## config.mk

```make
export PLATFORM = sky130hd
export DESIGN_NAME = hub_cmd_device_flat
export DESIGN_NICKNAME = d
export VERILOG_FILES = /design/src/verilog/hub_cmd_pkg.sv /design/src/verilog/hub_link_if.sv /design/src/verilog/hub_cmd_device.sv /design/src/flat_wrapper.sv
export SDC_FILE = /design/constraint.sdc
export NUM_CORES = 1
export LEC_CHECK = 0
export BUFFER_PORTS_ARGS = -buffer_cell sky130_fd_sc_hd__buf_4
export CAP_MARGIN = 20
export CELL_PAD_IN_SITES_DETAIL_PLACEMENT = 0
export CELL_PAD_IN_SITES_GLOBAL_PLACEMENT = 1
export CORE_UTILIZATION = 45
export DETAILED_ROUTE_END_ITERATION = 12
export PLACE_DENSITY_LB_ADDON = 0.25
export SLEW_MARGIN = 25
export SYNTH_ARGS = -nofsm -noshare
export SYNTH_HDL_FRONTEND = slang
export SYNTH_SLANG_ARGS = --single-unit
```

## constraint.sdc

```tcl
create_clock -name clock_i -period 2.6 [get_ports clock_i]
set_clock_uncertainty 0.05 [all_clocks]
set_input_delay 0.26 -clock clock_i [delete_from_list [all_inputs] [get_ports clock_i]]
set_output_delay 0.26 -clock clock_i [all_outputs]
set_load 0.05 [all_outputs]
```

## src/verilog/hub_cmd_pkg.sv

```systemverilog
// constants shared by the hub command device end and the host end
package hub_cmd_pkg;
  // frame address bytes
  localparam logic [7:0] ADDR_WRITE = 8'haa;
  localparam logic [7:0] ADDR_READ = 8'hab;
  // command families and indices
  localparam logic [7:0] FAM_SET_MODE = 8'h01;
  localparam logic [7:0] FAM_READ_MODE = 8'h02;
  localparam logic [7:0] FAM_SENSOR_WR = 8'h40;
  localparam logic [7:0] FAM_SENSOR_EN = 8'h44;
  localparam logic [7:0] IDX_MODE = 8'h00;
  // device-mode values
  localparam logic [7:0] MODE_SHUTDOWN = 8'h01;
  localparam logic [7:0] MODE_SOFT_RESET = 8'h02;
  localparam logic [7:0] MODE_IS_BOOT = 8'h08;
  localparam logic [7:0] MODE_IS_APP = 8'h00;
  // status bytes
  localparam logic [7:0] STATUS_OK = 8'h00;
  localparam logic [7:0] STATUS_BAD_CMD = 8'h01;
  localparam logic [7:0] STATUS_NOT_ENABLED = 8'h02;
  localparam logic [7:0] RSP_PAD = 8'hff;
  // sensor selectors, registers and values
  localparam logic [7:0] SEL_OPT_B = 8'h00;
  localparam logic [7:0] SEL_OPT_A = 8'h03;
  localparam logic [7:0] SEL_ACCEL = 8'h04;
  localparam logic [7:0] REG_OPT_A_MODE = 8'h09;
  localparam logic [7:0] OPT_A_SOFT_RESET = 8'h40;
  localparam logic [7:0] OPT_A_POWER_OFF = 8'h80;
  localparam logic [7:0] REG_OPT_B_SYS_CTL = 8'h0d;
  localparam logic [7:0] OPT_B_POWER_OFF = 8'h02;
  localparam logic [7:0] REG_ACCEL_CTL_ONE = 8'h18;
  localparam logic [7:0] ACCEL_STANDBY = 8'h00;
  // frame sizes
  localparam int MAX_BODY = 5;
  localparam int NUM_SENSORS = 8;
  // timing
  localparam int CLK_PERIOD_NS = 25;
  localparam int RESET_LOW_NS = 10000;
  localparam int RESET_LOW_CYCLES = (RESET_LOW_NS + CLK_PERIOD_NS - 1) / CLK_PERIOD_NS;
  localparam int MULTI_FUNCTION_PIN_HOLD_NS = 1000;
  localparam int MULTI_FUNCTION_PIN_HOLD_CYCLES = (MULTI_FUNCTION_PIN_HOLD_NS + CLK_PERIOD_NS - 1) / CLK_PERIOD_NS;
  localparam int CMD_DELAY_NS = 2000;
  localparam int CMD_DELAY_CYCLES = (CMD_DELAY_NS + CLK_PERIOD_NS - 1) / CLK_PERIOD_NS;
  localparam int SLEEP_IDLE_NS = 4000;
  localparam int SLEEP_IDLE_CYCLES = (SLEEP_IDLE_NS + CLK_PERIOD_NS - 1) / CLK_PERIOD_NS;
endpackage

```

## src/verilog/hub_link_if.sv

```systemverilog
// byte-level command link between host and hub, plus reset and mode pins
`timescale 1ns/1ps
interface hub_link_if;
  logic wr_valid;
  logic wr_ready;
  logic wr_last;
  logic [7:0] wr_byte;
  logic rd_req;
  logic rd_valid;
  logic [7:0] rd_byte;
  logic hub_reset_pin_n;
  logic multi_function_pin;
  modport device(
    input wr_valid, wr_last, wr_byte, rd_req, hub_reset_pin_n, multi_function_pin,
    output wr_ready, rd_valid, rd_byte
  );
  modport host(
    output wr_valid, wr_last, wr_byte, rd_req, hub_reset_pin_n, multi_function_pin,
    input wr_ready, rd_valid, rd_byte
  );
endinterface
```

## src/verilog/hub_cmd_device.sv

```systemverilog
// sensor hub command interpreter: reset, shutdown, mode, sensor power commands
`timescale 1ns/1ps
// Functional notes
// - mode value 0x02 soft-resets the hub
// - mode value 0x01 enters shutdown, RAM off
// - only power cycle or reset pin wakes
// - read mode returns status then 0x08/0x00
// - selector 3 reg 9 data 0x40 resets
// - sensor must be enabled before pass-through
// - selector 3 reg 9 data 0x80 powers off
// - selector 0 reg 0x0d data 0x02 powers off
// - selector 4 reg 0x18 data 0 standby
// - hard reset via reset and mode pins
// - no watchdog supervision anywhere
// - no heartbeat indication
// - sleep between polling periods in application
module hub_cmd_device #(
  parameter int SLEEP_IDLE_CYCLES = hub_cmd_pkg::SLEEP_IDLE_CYCLES
) (
  input wire logic clock_i,
  input wire logic nrst_i,
  input wire logic ce_i,
  hub_link_if.device link,
  input wire logic poll_tick_i,
  output logic soft_reset_o,
  output logic ram_power_o,
  output logic sleeping_o,
  output logic bootloader_o,
  output logic sensor_wr_valid_o,
  output logic [7:0] sensor_sel_o,
  output logic [7:0] sensor_addr_o,
  output logic [7:0] sensor_data_o,
  output logic [1:0] front_end_power_off_mode_o,
  output logic accel_standby_o,
  output logic cmd_error_o
);
  localparam int CNT_W = $clog2(hub_cmd_pkg::MAX_BODY + 1);
  localparam int IDLE_W = $clog2(SLEEP_IDLE_CYCLES + 1);

  logic [7:0] frame_reg [hub_cmd_pkg::MAX_BODY];
  logic [CNT_W-1:0] len_reg;
  logic in_frame_reg;
  logic decode_reg;
  logic shutdown_reg;
  logic boot_reg;
  logic pin_q_reg;
  logic soft_reset_reg;
  logic [hub_cmd_pkg::NUM_SENSORS-1:0] enable_reg;
  logic [7:0] status_reg;
  logic [7:0] rsp_data_reg;
  logic rsp_two_reg;
  logic [1:0] rsp_idx_reg;
  logic rd_valid_reg;
  logic [7:0] rd_byte_reg;
  logic sleeping_reg;
  logic [IDLE_W-1:0] idle_reg;
  logic fwd_reg;
  logic [7:0] fwd_sel_reg;
  logic [7:0] fwd_addr_reg;
  logic [7:0] fwd_data_reg;
  logic opt_a_off_reg;
  logic opt_b_off_reg;
  logic accel_standby_reg;
  logic error_reg;

  logic pin_clear;
  logic clear;
  logic byte_take;
  logic activity;
  // decode results
  logic dec_soft;
  logic dec_shut;
  logic dec_read;
  logic dec_en;
  logic dec_fwd;
  logic [7:0] dec_status;
  logic [7:0] f0;
  logic [7:0] f1;
  logic [7:0] f2;
  logic [7:0] f3;
  logic sel_ok;

  ////////////////////////////////////////////////////////////////////////////
  // pins: reset pin held low clears frame, answer, enable and shutdown state, not the front-end power state
  assign pin_clear = !link.hub_reset_pin_n;
  assign clear = pin_clear || soft_reset_reg;
  assign byte_take = link.wr_valid && link.wr_ready && !shutdown_reg;
  assign activity = link.wr_valid || link.rd_req;
  assign link.wr_ready = link.hub_reset_pin_n;

  // reset pin release latches the mode pin: low selects bootloader
  always_ff @(posedge clock_i or negedge nrst_i) begin
    if (!nrst_i) begin
      pin_q_reg <= 1'b1;
      boot_reg <= 1'b0;
    end else if (ce_i) begin
      pin_q_reg <= link.hub_reset_pin_n;
      if (link.hub_reset_pin_n && !pin_q_reg) begin
        boot_reg <= !link.multi_function_pin;
      end
    end
  end

  ////////////////////////////////////////////////////////////////////////////
  // frame collection: 0xaa opens a write, 0xab rewinds the answer
  always_ff @(posedge clock_i or negedge nrst_i) begin
    if (!nrst_i) begin
      in_frame_reg <= 1'b0;
      len_reg <= '0;
      decode_reg <= 1'b0;
      for (int i = 0; i < hub_cmd_pkg::MAX_BODY; i++) begin
        frame_reg[i] <= 8'h00;
      end
    end else if (ce_i) begin
      decode_reg <= 1'b0;
      if (clear) begin
        in_frame_reg <= 1'b0;
        len_reg <= '0;
      end else if (byte_take) begin
        if (!in_frame_reg) begin
          in_frame_reg <= (link.wr_byte == hub_cmd_pkg::ADDR_WRITE) && !link.wr_last;
          decode_reg <= (link.wr_byte == hub_cmd_pkg::ADDR_WRITE) && link.wr_last;
          len_reg <= '0;
        end else begin
          if (len_reg < CNT_W'(hub_cmd_pkg::MAX_BODY)) begin
            frame_reg[len_reg] <= link.wr_byte;
            len_reg <= len_reg + CNT_W'(1);
          end
          if (link.wr_last) begin
            in_frame_reg <= 1'b0;
            decode_reg <= 1'b1;
          end
        end
      end
    end
  end

  ////////////////////////////////////////////////////////////////////////////
  // command decode of a complete frame
  assign f0 = frame_reg[0];
  assign f1 = frame_reg[1];
  assign f2 = frame_reg[2];
  assign f3 = frame_reg[3];
  assign sel_ok = f1 < 8'(hub_cmd_pkg::NUM_SENSORS);

  always_comb begin
    dec_soft = 1'b0;
    dec_shut = 1'b0;
    dec_read = 1'b0;
    dec_en = 1'b0;
    dec_fwd = 1'b0;
    dec_status = hub_cmd_pkg::STATUS_BAD_CMD;
    if (f0 == hub_cmd_pkg::FAM_SET_MODE && len_reg == CNT_W'(3) &&
        f1 == hub_cmd_pkg::IDX_MODE) begin
      if (f2 == hub_cmd_pkg::MODE_SOFT_RESET) begin
        dec_soft = 1'b1;
        dec_status = hub_cmd_pkg::STATUS_OK;
      end else if (f2 == hub_cmd_pkg::MODE_SHUTDOWN) begin
        dec_shut = 1'b1;
        dec_status = hub_cmd_pkg::STATUS_OK;
      end
    end else if (f0 == hub_cmd_pkg::FAM_READ_MODE && len_reg == CNT_W'(2) &&
                 f1 == hub_cmd_pkg::IDX_MODE) begin
      dec_read = 1'b1;
      dec_status = hub_cmd_pkg::STATUS_OK;
    end else if (f0 == hub_cmd_pkg::FAM_SENSOR_EN && len_reg == CNT_W'(3) && sel_ok) begin
      dec_en = 1'b1;
      dec_status = hub_cmd_pkg::STATUS_OK;
    end else if (f0 == hub_cmd_pkg::FAM_SENSOR_WR && len_reg == CNT_W'(4) && sel_ok) begin
      if (enable_reg[f1[2:0]]) begin
        dec_fwd = 1'b1;
        dec_status = hub_cmd_pkg::STATUS_OK;
      end else begin
        dec_status = hub_cmd_pkg::STATUS_NOT_ENABLED;
      end
    end
  end

  ////////////////////////////////////////////////////////////////////////////
  // shutdown: left only through nrst_i or the reset pin, never by a command
  always_ff @(posedge clock_i or negedge nrst_i) begin
    if (!nrst_i) begin
      shutdown_reg <= 1'b0;
      soft_reset_reg <= 1'b0;
    end else if (ce_i) begin
      soft_reset_reg <= decode_reg && dec_soft && !clear;
      if (pin_clear) begin
        shutdown_reg <= 1'b0;
      end else if (decode_reg && dec_shut) begin
        shutdown_reg <= 1'b1;
      end
    end
  end

  // sensor enables and the answer held for the next read frame
  always_ff @(posedge clock_i or negedge nrst_i) begin
    if (!nrst_i) begin
      enable_reg <= '0;
      status_reg <= hub_cmd_pkg::STATUS_OK;
      rsp_data_reg <= 8'h00;
      rsp_two_reg <= 1'b0;
      error_reg <= 1'b0;
    end else if (ce_i) begin
      if (clear) begin
        enable_reg <= '0;
        status_reg <= hub_cmd_pkg::STATUS_OK;
        rsp_two_reg <= 1'b0;
        error_reg <= 1'b0;
      end else if (decode_reg) begin
        status_reg <= dec_status;
        error_reg <= dec_status != hub_cmd_pkg::STATUS_OK;
        rsp_two_reg <= dec_read;
        rsp_data_reg <= boot_reg ? hub_cmd_pkg::MODE_IS_BOOT : hub_cmd_pkg::MODE_IS_APP;
        if (dec_en) begin
          enable_reg[f1[2:0]] <= f2[0];
        end
      end
    end
  end

  // answer bytes: status first, then mode byte when asked for
  always_ff @(posedge clock_i or negedge nrst_i) begin
    if (!nrst_i) begin
      rsp_idx_reg <= 2'b00;
      rd_valid_reg <= 1'b0;
      rd_byte_reg <= 8'h00;
    end else if (ce_i) begin
      rd_valid_reg <= 1'b0;
      if (clear) begin
        rsp_idx_reg <= 2'b00;
      end else if (byte_take && !in_frame_reg) begin
        rsp_idx_reg <= 2'b00;
      end else if (link.rd_req && !shutdown_reg) begin
        rd_valid_reg <= 1'b1;
        if (rsp_idx_reg == 2'b00) begin
          rd_byte_reg <= status_reg;
        end else if (rsp_idx_reg == 2'b01 && rsp_two_reg) begin
          rd_byte_reg <= rsp_data_reg;
        end else begin
          rd_byte_reg <= hub_cmd_pkg::RSP_PAD;
        end
        if (rsp_idx_reg != 2'b11) begin
          rsp_idx_reg <= rsp_idx_reg + 2'b01;
        end
      end
    end
  end

  ////////////////////////////////////////////////////////////////////////////
  // pass-through writes and the power state they leave in each front end
  always_ff @(posedge clock_i or negedge nrst_i) begin
    if (!nrst_i) begin
      fwd_reg <= 1'b0;
      fwd_sel_reg <= 8'h00;
      fwd_addr_reg <= 8'h00;
      fwd_data_reg <= 8'h00;
      opt_a_off_reg <= 1'b0;
      opt_b_off_reg <= 1'b0;
      accel_standby_reg <= 1'b0;
    end else if (ce_i) begin
      fwd_reg <= decode_reg && dec_fwd && !clear;
      if (decode_reg && dec_fwd && !clear) begin
        fwd_sel_reg <= f1;
        fwd_addr_reg <= f2;
        fwd_data_reg <= f3;
        if (f1 == hub_cmd_pkg::SEL_OPT_A && f2 == hub_cmd_pkg::REG_OPT_A_MODE) begin
          if (f3 == hub_cmd_pkg::OPT_A_SOFT_RESET) begin
            opt_a_off_reg <= 1'b0;
          end else if (f3 == hub_cmd_pkg::OPT_A_POWER_OFF) begin
            opt_a_off_reg <= 1'b1;
          end
        end
        if (f1 == hub_cmd_pkg::SEL_OPT_B && f2 == hub_cmd_pkg::REG_OPT_B_SYS_CTL) begin
          opt_b_off_reg <= f3 == hub_cmd_pkg::OPT_B_POWER_OFF;
        end
        if (f1 == hub_cmd_pkg::SEL_ACCEL && f2 == hub_cmd_pkg::REG_ACCEL_CTL_ONE) begin
          accel_standby_reg <= f3 == hub_cmd_pkg::ACCEL_STANDBY;
        end
      end
    end
  end

  ////////////////////////////////////////////////////////////////////////////
  // low-power sleep between polling periods, application mode only
  always_ff @(posedge clock_i or negedge nrst_i) begin
    if (!nrst_i) begin
      sleeping_reg <= 1'b0;
      idle_reg <= '0;
    end else if (ce_i) begin
      if (clear || boot_reg || shutdown_reg || activity || poll_tick_i) begin
        sleeping_reg <= 1'b0;
        idle_reg <= '0;
      end else if (idle_reg == IDLE_W'(SLEEP_IDLE_CYCLES)) begin
        sleeping_reg <= 1'b1;
      end else begin
        idle_reg <= idle_reg + IDLE_W'(1);
      end
    end
  end

  // no watchdog and no heartbeat outputs exist
  assign link.rd_valid = rd_valid_reg;
  assign link.rd_byte = rd_byte_reg;
  assign soft_reset_o = soft_reset_reg;
  assign ram_power_o = !shutdown_reg;
  assign sleeping_o = sleeping_reg;
  assign bootloader_o = boot_reg;
  assign sensor_wr_valid_o = fwd_reg;
  assign sensor_sel_o = fwd_sel_reg;
  assign sensor_addr_o = fwd_addr_reg;
  assign sensor_data_o = fwd_data_reg;
  assign front_end_power_off_mode_o = {opt_b_off_reg, opt_a_off_reg};
  assign accel_standby_o = accel_standby_reg;
  assign cmd_error_o = error_reg;
endmodule

```

## src/flat_wrapper.sv

```systemverilog
// flat-port wrapper written by rule: the top's interface ports become plain ports
module hub_cmd_device_flat 
#(
  parameter int SLEEP_IDLE_CYCLES = hub_cmd_pkg::SLEEP_IDLE_CYCLES
)
  (clock_i, nrst_i, ce_i, poll_tick_i, soft_reset_o, ram_power_o, sleeping_o, bootloader_o, sensor_wr_valid_o, sensor_sel_o, sensor_addr_o, sensor_data_o, front_end_power_off_mode_o, accel_standby_o, cmd_error_o, link_wr_valid, link_wr_last, link_wr_byte, link_rd_req, link_hub_reset_pin_n, link_multi_function_pin, link_wr_ready, link_rd_valid, link_rd_byte);
  hub_link_if link_i ();
  input wire logic clock_i;
  input wire logic nrst_i;
  input wire logic ce_i;
  input wire logic poll_tick_i;
  output logic soft_reset_o;
  output logic ram_power_o;
  output logic sleeping_o;
  output logic bootloader_o;
  output logic sensor_wr_valid_o;
  output logic [7:0] sensor_sel_o;
  output logic [7:0] sensor_addr_o;
  output logic [7:0] sensor_data_o;
  output logic [1:0] front_end_power_off_mode_o;
  output logic accel_standby_o;
  output logic cmd_error_o;
  input wire logic [$bits(link_i.wr_valid)-1:0] link_wr_valid;
  input wire logic [$bits(link_i.wr_last)-1:0] link_wr_last;
  input wire logic [$bits(link_i.wr_byte)-1:0] link_wr_byte;
  input wire logic [$bits(link_i.rd_req)-1:0] link_rd_req;
  input wire logic [$bits(link_i.hub_reset_pin_n)-1:0] link_hub_reset_pin_n;
  input wire logic [$bits(link_i.multi_function_pin)-1:0] link_multi_function_pin;
  output wire logic [$bits(link_i.wr_ready)-1:0] link_wr_ready;
  output wire logic [$bits(link_i.rd_valid)-1:0] link_rd_valid;
  output wire logic [$bits(link_i.rd_byte)-1:0] link_rd_byte;
  assign link_i.wr_valid = link_wr_valid;
  assign link_i.wr_last = link_wr_last;
  assign link_i.wr_byte = link_wr_byte;
  assign link_i.rd_req = link_rd_req;
  assign link_i.hub_reset_pin_n = link_hub_reset_pin_n;
  assign link_i.multi_function_pin = link_multi_function_pin;
  assign link_wr_ready = link_i.wr_ready;
  assign link_rd_valid = link_i.rd_valid;
  assign link_rd_byte = link_i.rd_byte;
  hub_cmd_device #(.SLEEP_IDLE_CYCLES(SLEEP_IDLE_CYCLES)) u_core (.clock_i(clock_i), .nrst_i(nrst_i), .ce_i(ce_i), .link(link_i), .poll_tick_i(poll_tick_i), .soft_reset_o(soft_reset_o), .ram_power_o(ram_power_o), .sleeping_o(sleeping_o), .bootloader_o(bootloader_o), .sensor_wr_valid_o(sensor_wr_valid_o), .sensor_sel_o(sensor_sel_o), .sensor_addr_o(sensor_addr_o), .sensor_data_o(sensor_data_o), .front_end_power_off_mode_o(front_end_power_off_mode_o), .accel_standby_o(accel_standby_o), .cmd_error_o(cmd_error_o));
endmodule
```

==> qor.yml <==
status: "completed"
crit_cells: 5
cp-end-kind: "flop"
setup-violations-final: 0
setup.worst_path.end: "u_core.sensor_addr_o[2]"
grt_pass1_wl_mm: 16.6
worstSetupPathType: "flop to flop"
period_minus_slack_ps: 2450
yosys_most_used_dff: "dfrtp_1"
stdcell_area_sq_mm: 0.00545
area_growth_pct: 18.1
totalWireLength_mm: 10.1
reg2reg_from: "u_core.f1[0]"
portBuffers: 59
fp.coreArea_sq_mm: 0.00986
antenna_left: 0
worstHoldPathCells: 2
rsz0062_at_grt: "no"
yosys-top-cells-area: "dfrtp_1, mux2_2, ha_1, nand2_1, mux2i_1"
syn-mean-instance-area_sq_um: 11.7
drc: 0
overflow: 0
slowest_stage: "mux4_2"
start_util: 0.468
whs_ps: 17.6
clockBufferDepth: 2
async_flop_share: 1.00
rrSetupSlack_ps: 150
hold_class: "input pin to flop"
syn_nets: 420
p_leak_nw: 2.70
diodes: 0
max_freq_mhz: 409
synth_top_area_frac: 0.526
nNetsFinal: 484
r2r_cells: 5
ys_warn_count: 0
min-delay-start: "link_multi_function_pin"
max_slew_margin: 0.508
fin_crit_sh: 0.941
worstPathRequired_ps: 2820
antenna_found_initial: 0
crit_start: "u_core.f1[0]"
total_power_mw: 2.91
hpwl_mm: 7.28
crit_buf_inv: 1
io_pins: 60
cap_violations: 0
synthCells: 394
maxSlewViolCount: 0
irDropWorstVdd_mv: 0.279
wl_per_cell_um: 17.0
place_area_sq_mm: 0.00522
yosysMostFrequentCell: "dfrtp_1"
insertion_delay_ps: 380
multi_input_area_sq_mm: 0.00198
cts-resized-gates: 0
vias: 3291
yosys_register_bits: 98
worstPathMaxFanout: 14
grt_max_degree: 57
htreeDepth: 3
rr_endpoint: "u_core.sensor_addr_o[2]"
fill_cells: 873
syn_area_sq_mm: 0.00461
dr.pass1.iters: 4
die_area_sq_mm: 0.0107
crit_chain: "mux2i_1, mux4_2, a2111oi_4, buf_4, mux2_2"
cts_root_buf: "clkbuf_8"
cpLargestDelayFamily: "multiplexers"
die_h_um: 103
die_w_um: 103
first_global_vias: 3296
place.gp.congestion: 0.794
yosysUniqueCellTypes: 46
seqCellArea_sq_mm: 0.00245
critPathLaunchType: "flop"
grt.total_usage: 0.210
p_per_area_mw_per_mm2: 534
tightest_slew_ps: 738
layout-drive-gt1-share: 0.335
synth_commonest_cells: "dfrtp_1, mux2_2, nand2_1, nor2_1, o21ai_0"
cts.sinks: 98
clkTransAtPathRegs_ps: 100
dp_slack_ps: 129
arrival_ps: 2670
drt_iter0_drc: 141
seq_area_frac_synth: 0.532
yosysTopAreaCell: "dfrtp_1"
finalHoldViolations: 0
via_per_inst: 5.52
cpPeakStageDelay_ps: 530
tns_ps: 0
finalWorstSetupSlack_ps: 152
fp-row-count: 36
synth_edf_count: 0
cts_buffers: 9
cts_tree: "done"
logic make-up (layout without fill, tap and decap cells):
group | count (synthesis) | in the layout | share of synthesized area
adders and majority gates | 9 | 9 | 0.0244
DFF | 98 | 98 | 0.532
buffers and inverters | 37 | 106 | 0.0393
xor gates and xnor gates | 4 | 4 | 0.00760
muxes | 70 | 70 | 0.171
and+or+nand+nor | 122 | 122 | 0.144
AOI/OAI and AO/OA | 54 | 54 | 0.0811
metrics by stage:
stage,util,instances
floorplan,-,394
global placement,0.529,579
detailed placement,0.529,579
CTS,0.552,596
global route,0.552,596
finish,0.552,596
worst min-delay path by stage:
stage                             end  slack, ps
6_report          u_core.bootloader_o         20
5_1_grt           u_core.bootloader_o         10
4_1_cts           u_core.bootloader_o          4
3_5_place_dp       u_core.idle_reg[3]        320
3_3_place_gp       u_core.idle_reg[2]        320
2_1_floorplan  u_core.accel_standby_o        -90
what timing repair did:
item                      CTS  global route
hold buffers                1             0
hold endpoints to repair   54             0
buffers inserted            0             0
metal layers:
| layer | vias up | global-route usage | part of all wire |
|---|---|---|---|
| met5 | - | 0 | 0 |
| met4 | 0 | 0.0867 | 0.014 |
| met3 | 11 | 0.0410 | 0.036 |
| met2 | 79 | 0.335 | 0.48 |
| met1 | 1650 | 0.282 | 0.47 |
| li1 | 1551 | - | - |
report_power, final:
part           internal, mW  switching [mW]  total, mW
Combinational        0.0842           0.191      0.276
Clock                 0.491           0.578       1.07
Sequential             1.54          0.0186       1.56
Total                  2.12           0.788       2.91
cell usage in the layout, fill, tap and decap left out, types with 5 or more instances in the layout:
cell and count:
dfrtp_1 97, buf_4 73, mux2_2 59, nand2_1 30, nor2_1 16, o21ai_0 16, inv_1 15, nor4_1 12
nand3_1 12, a21oi_1 12, nor3_1 11, clkbuf_8 10, ha_1 9, mux2i_1 8, nand4b_1 7, nor2b_1 7
and3_1 7, a21o_1 5, nand4_1 5, a22o_1 5
final cells by class:
cell class / count / share of cell area
clock buffer: 10 / 0.0253
clock inverter: 6 / 0.0142
inverter: 15 / 0.0103
multi-input combinational: 259 / 0.363
sequential: 98 / 0.450
tap: 133 / 0.0306
timing repair buffer: 75 / 0.106
Note: power is estimated with default switching activity, not from simulation.
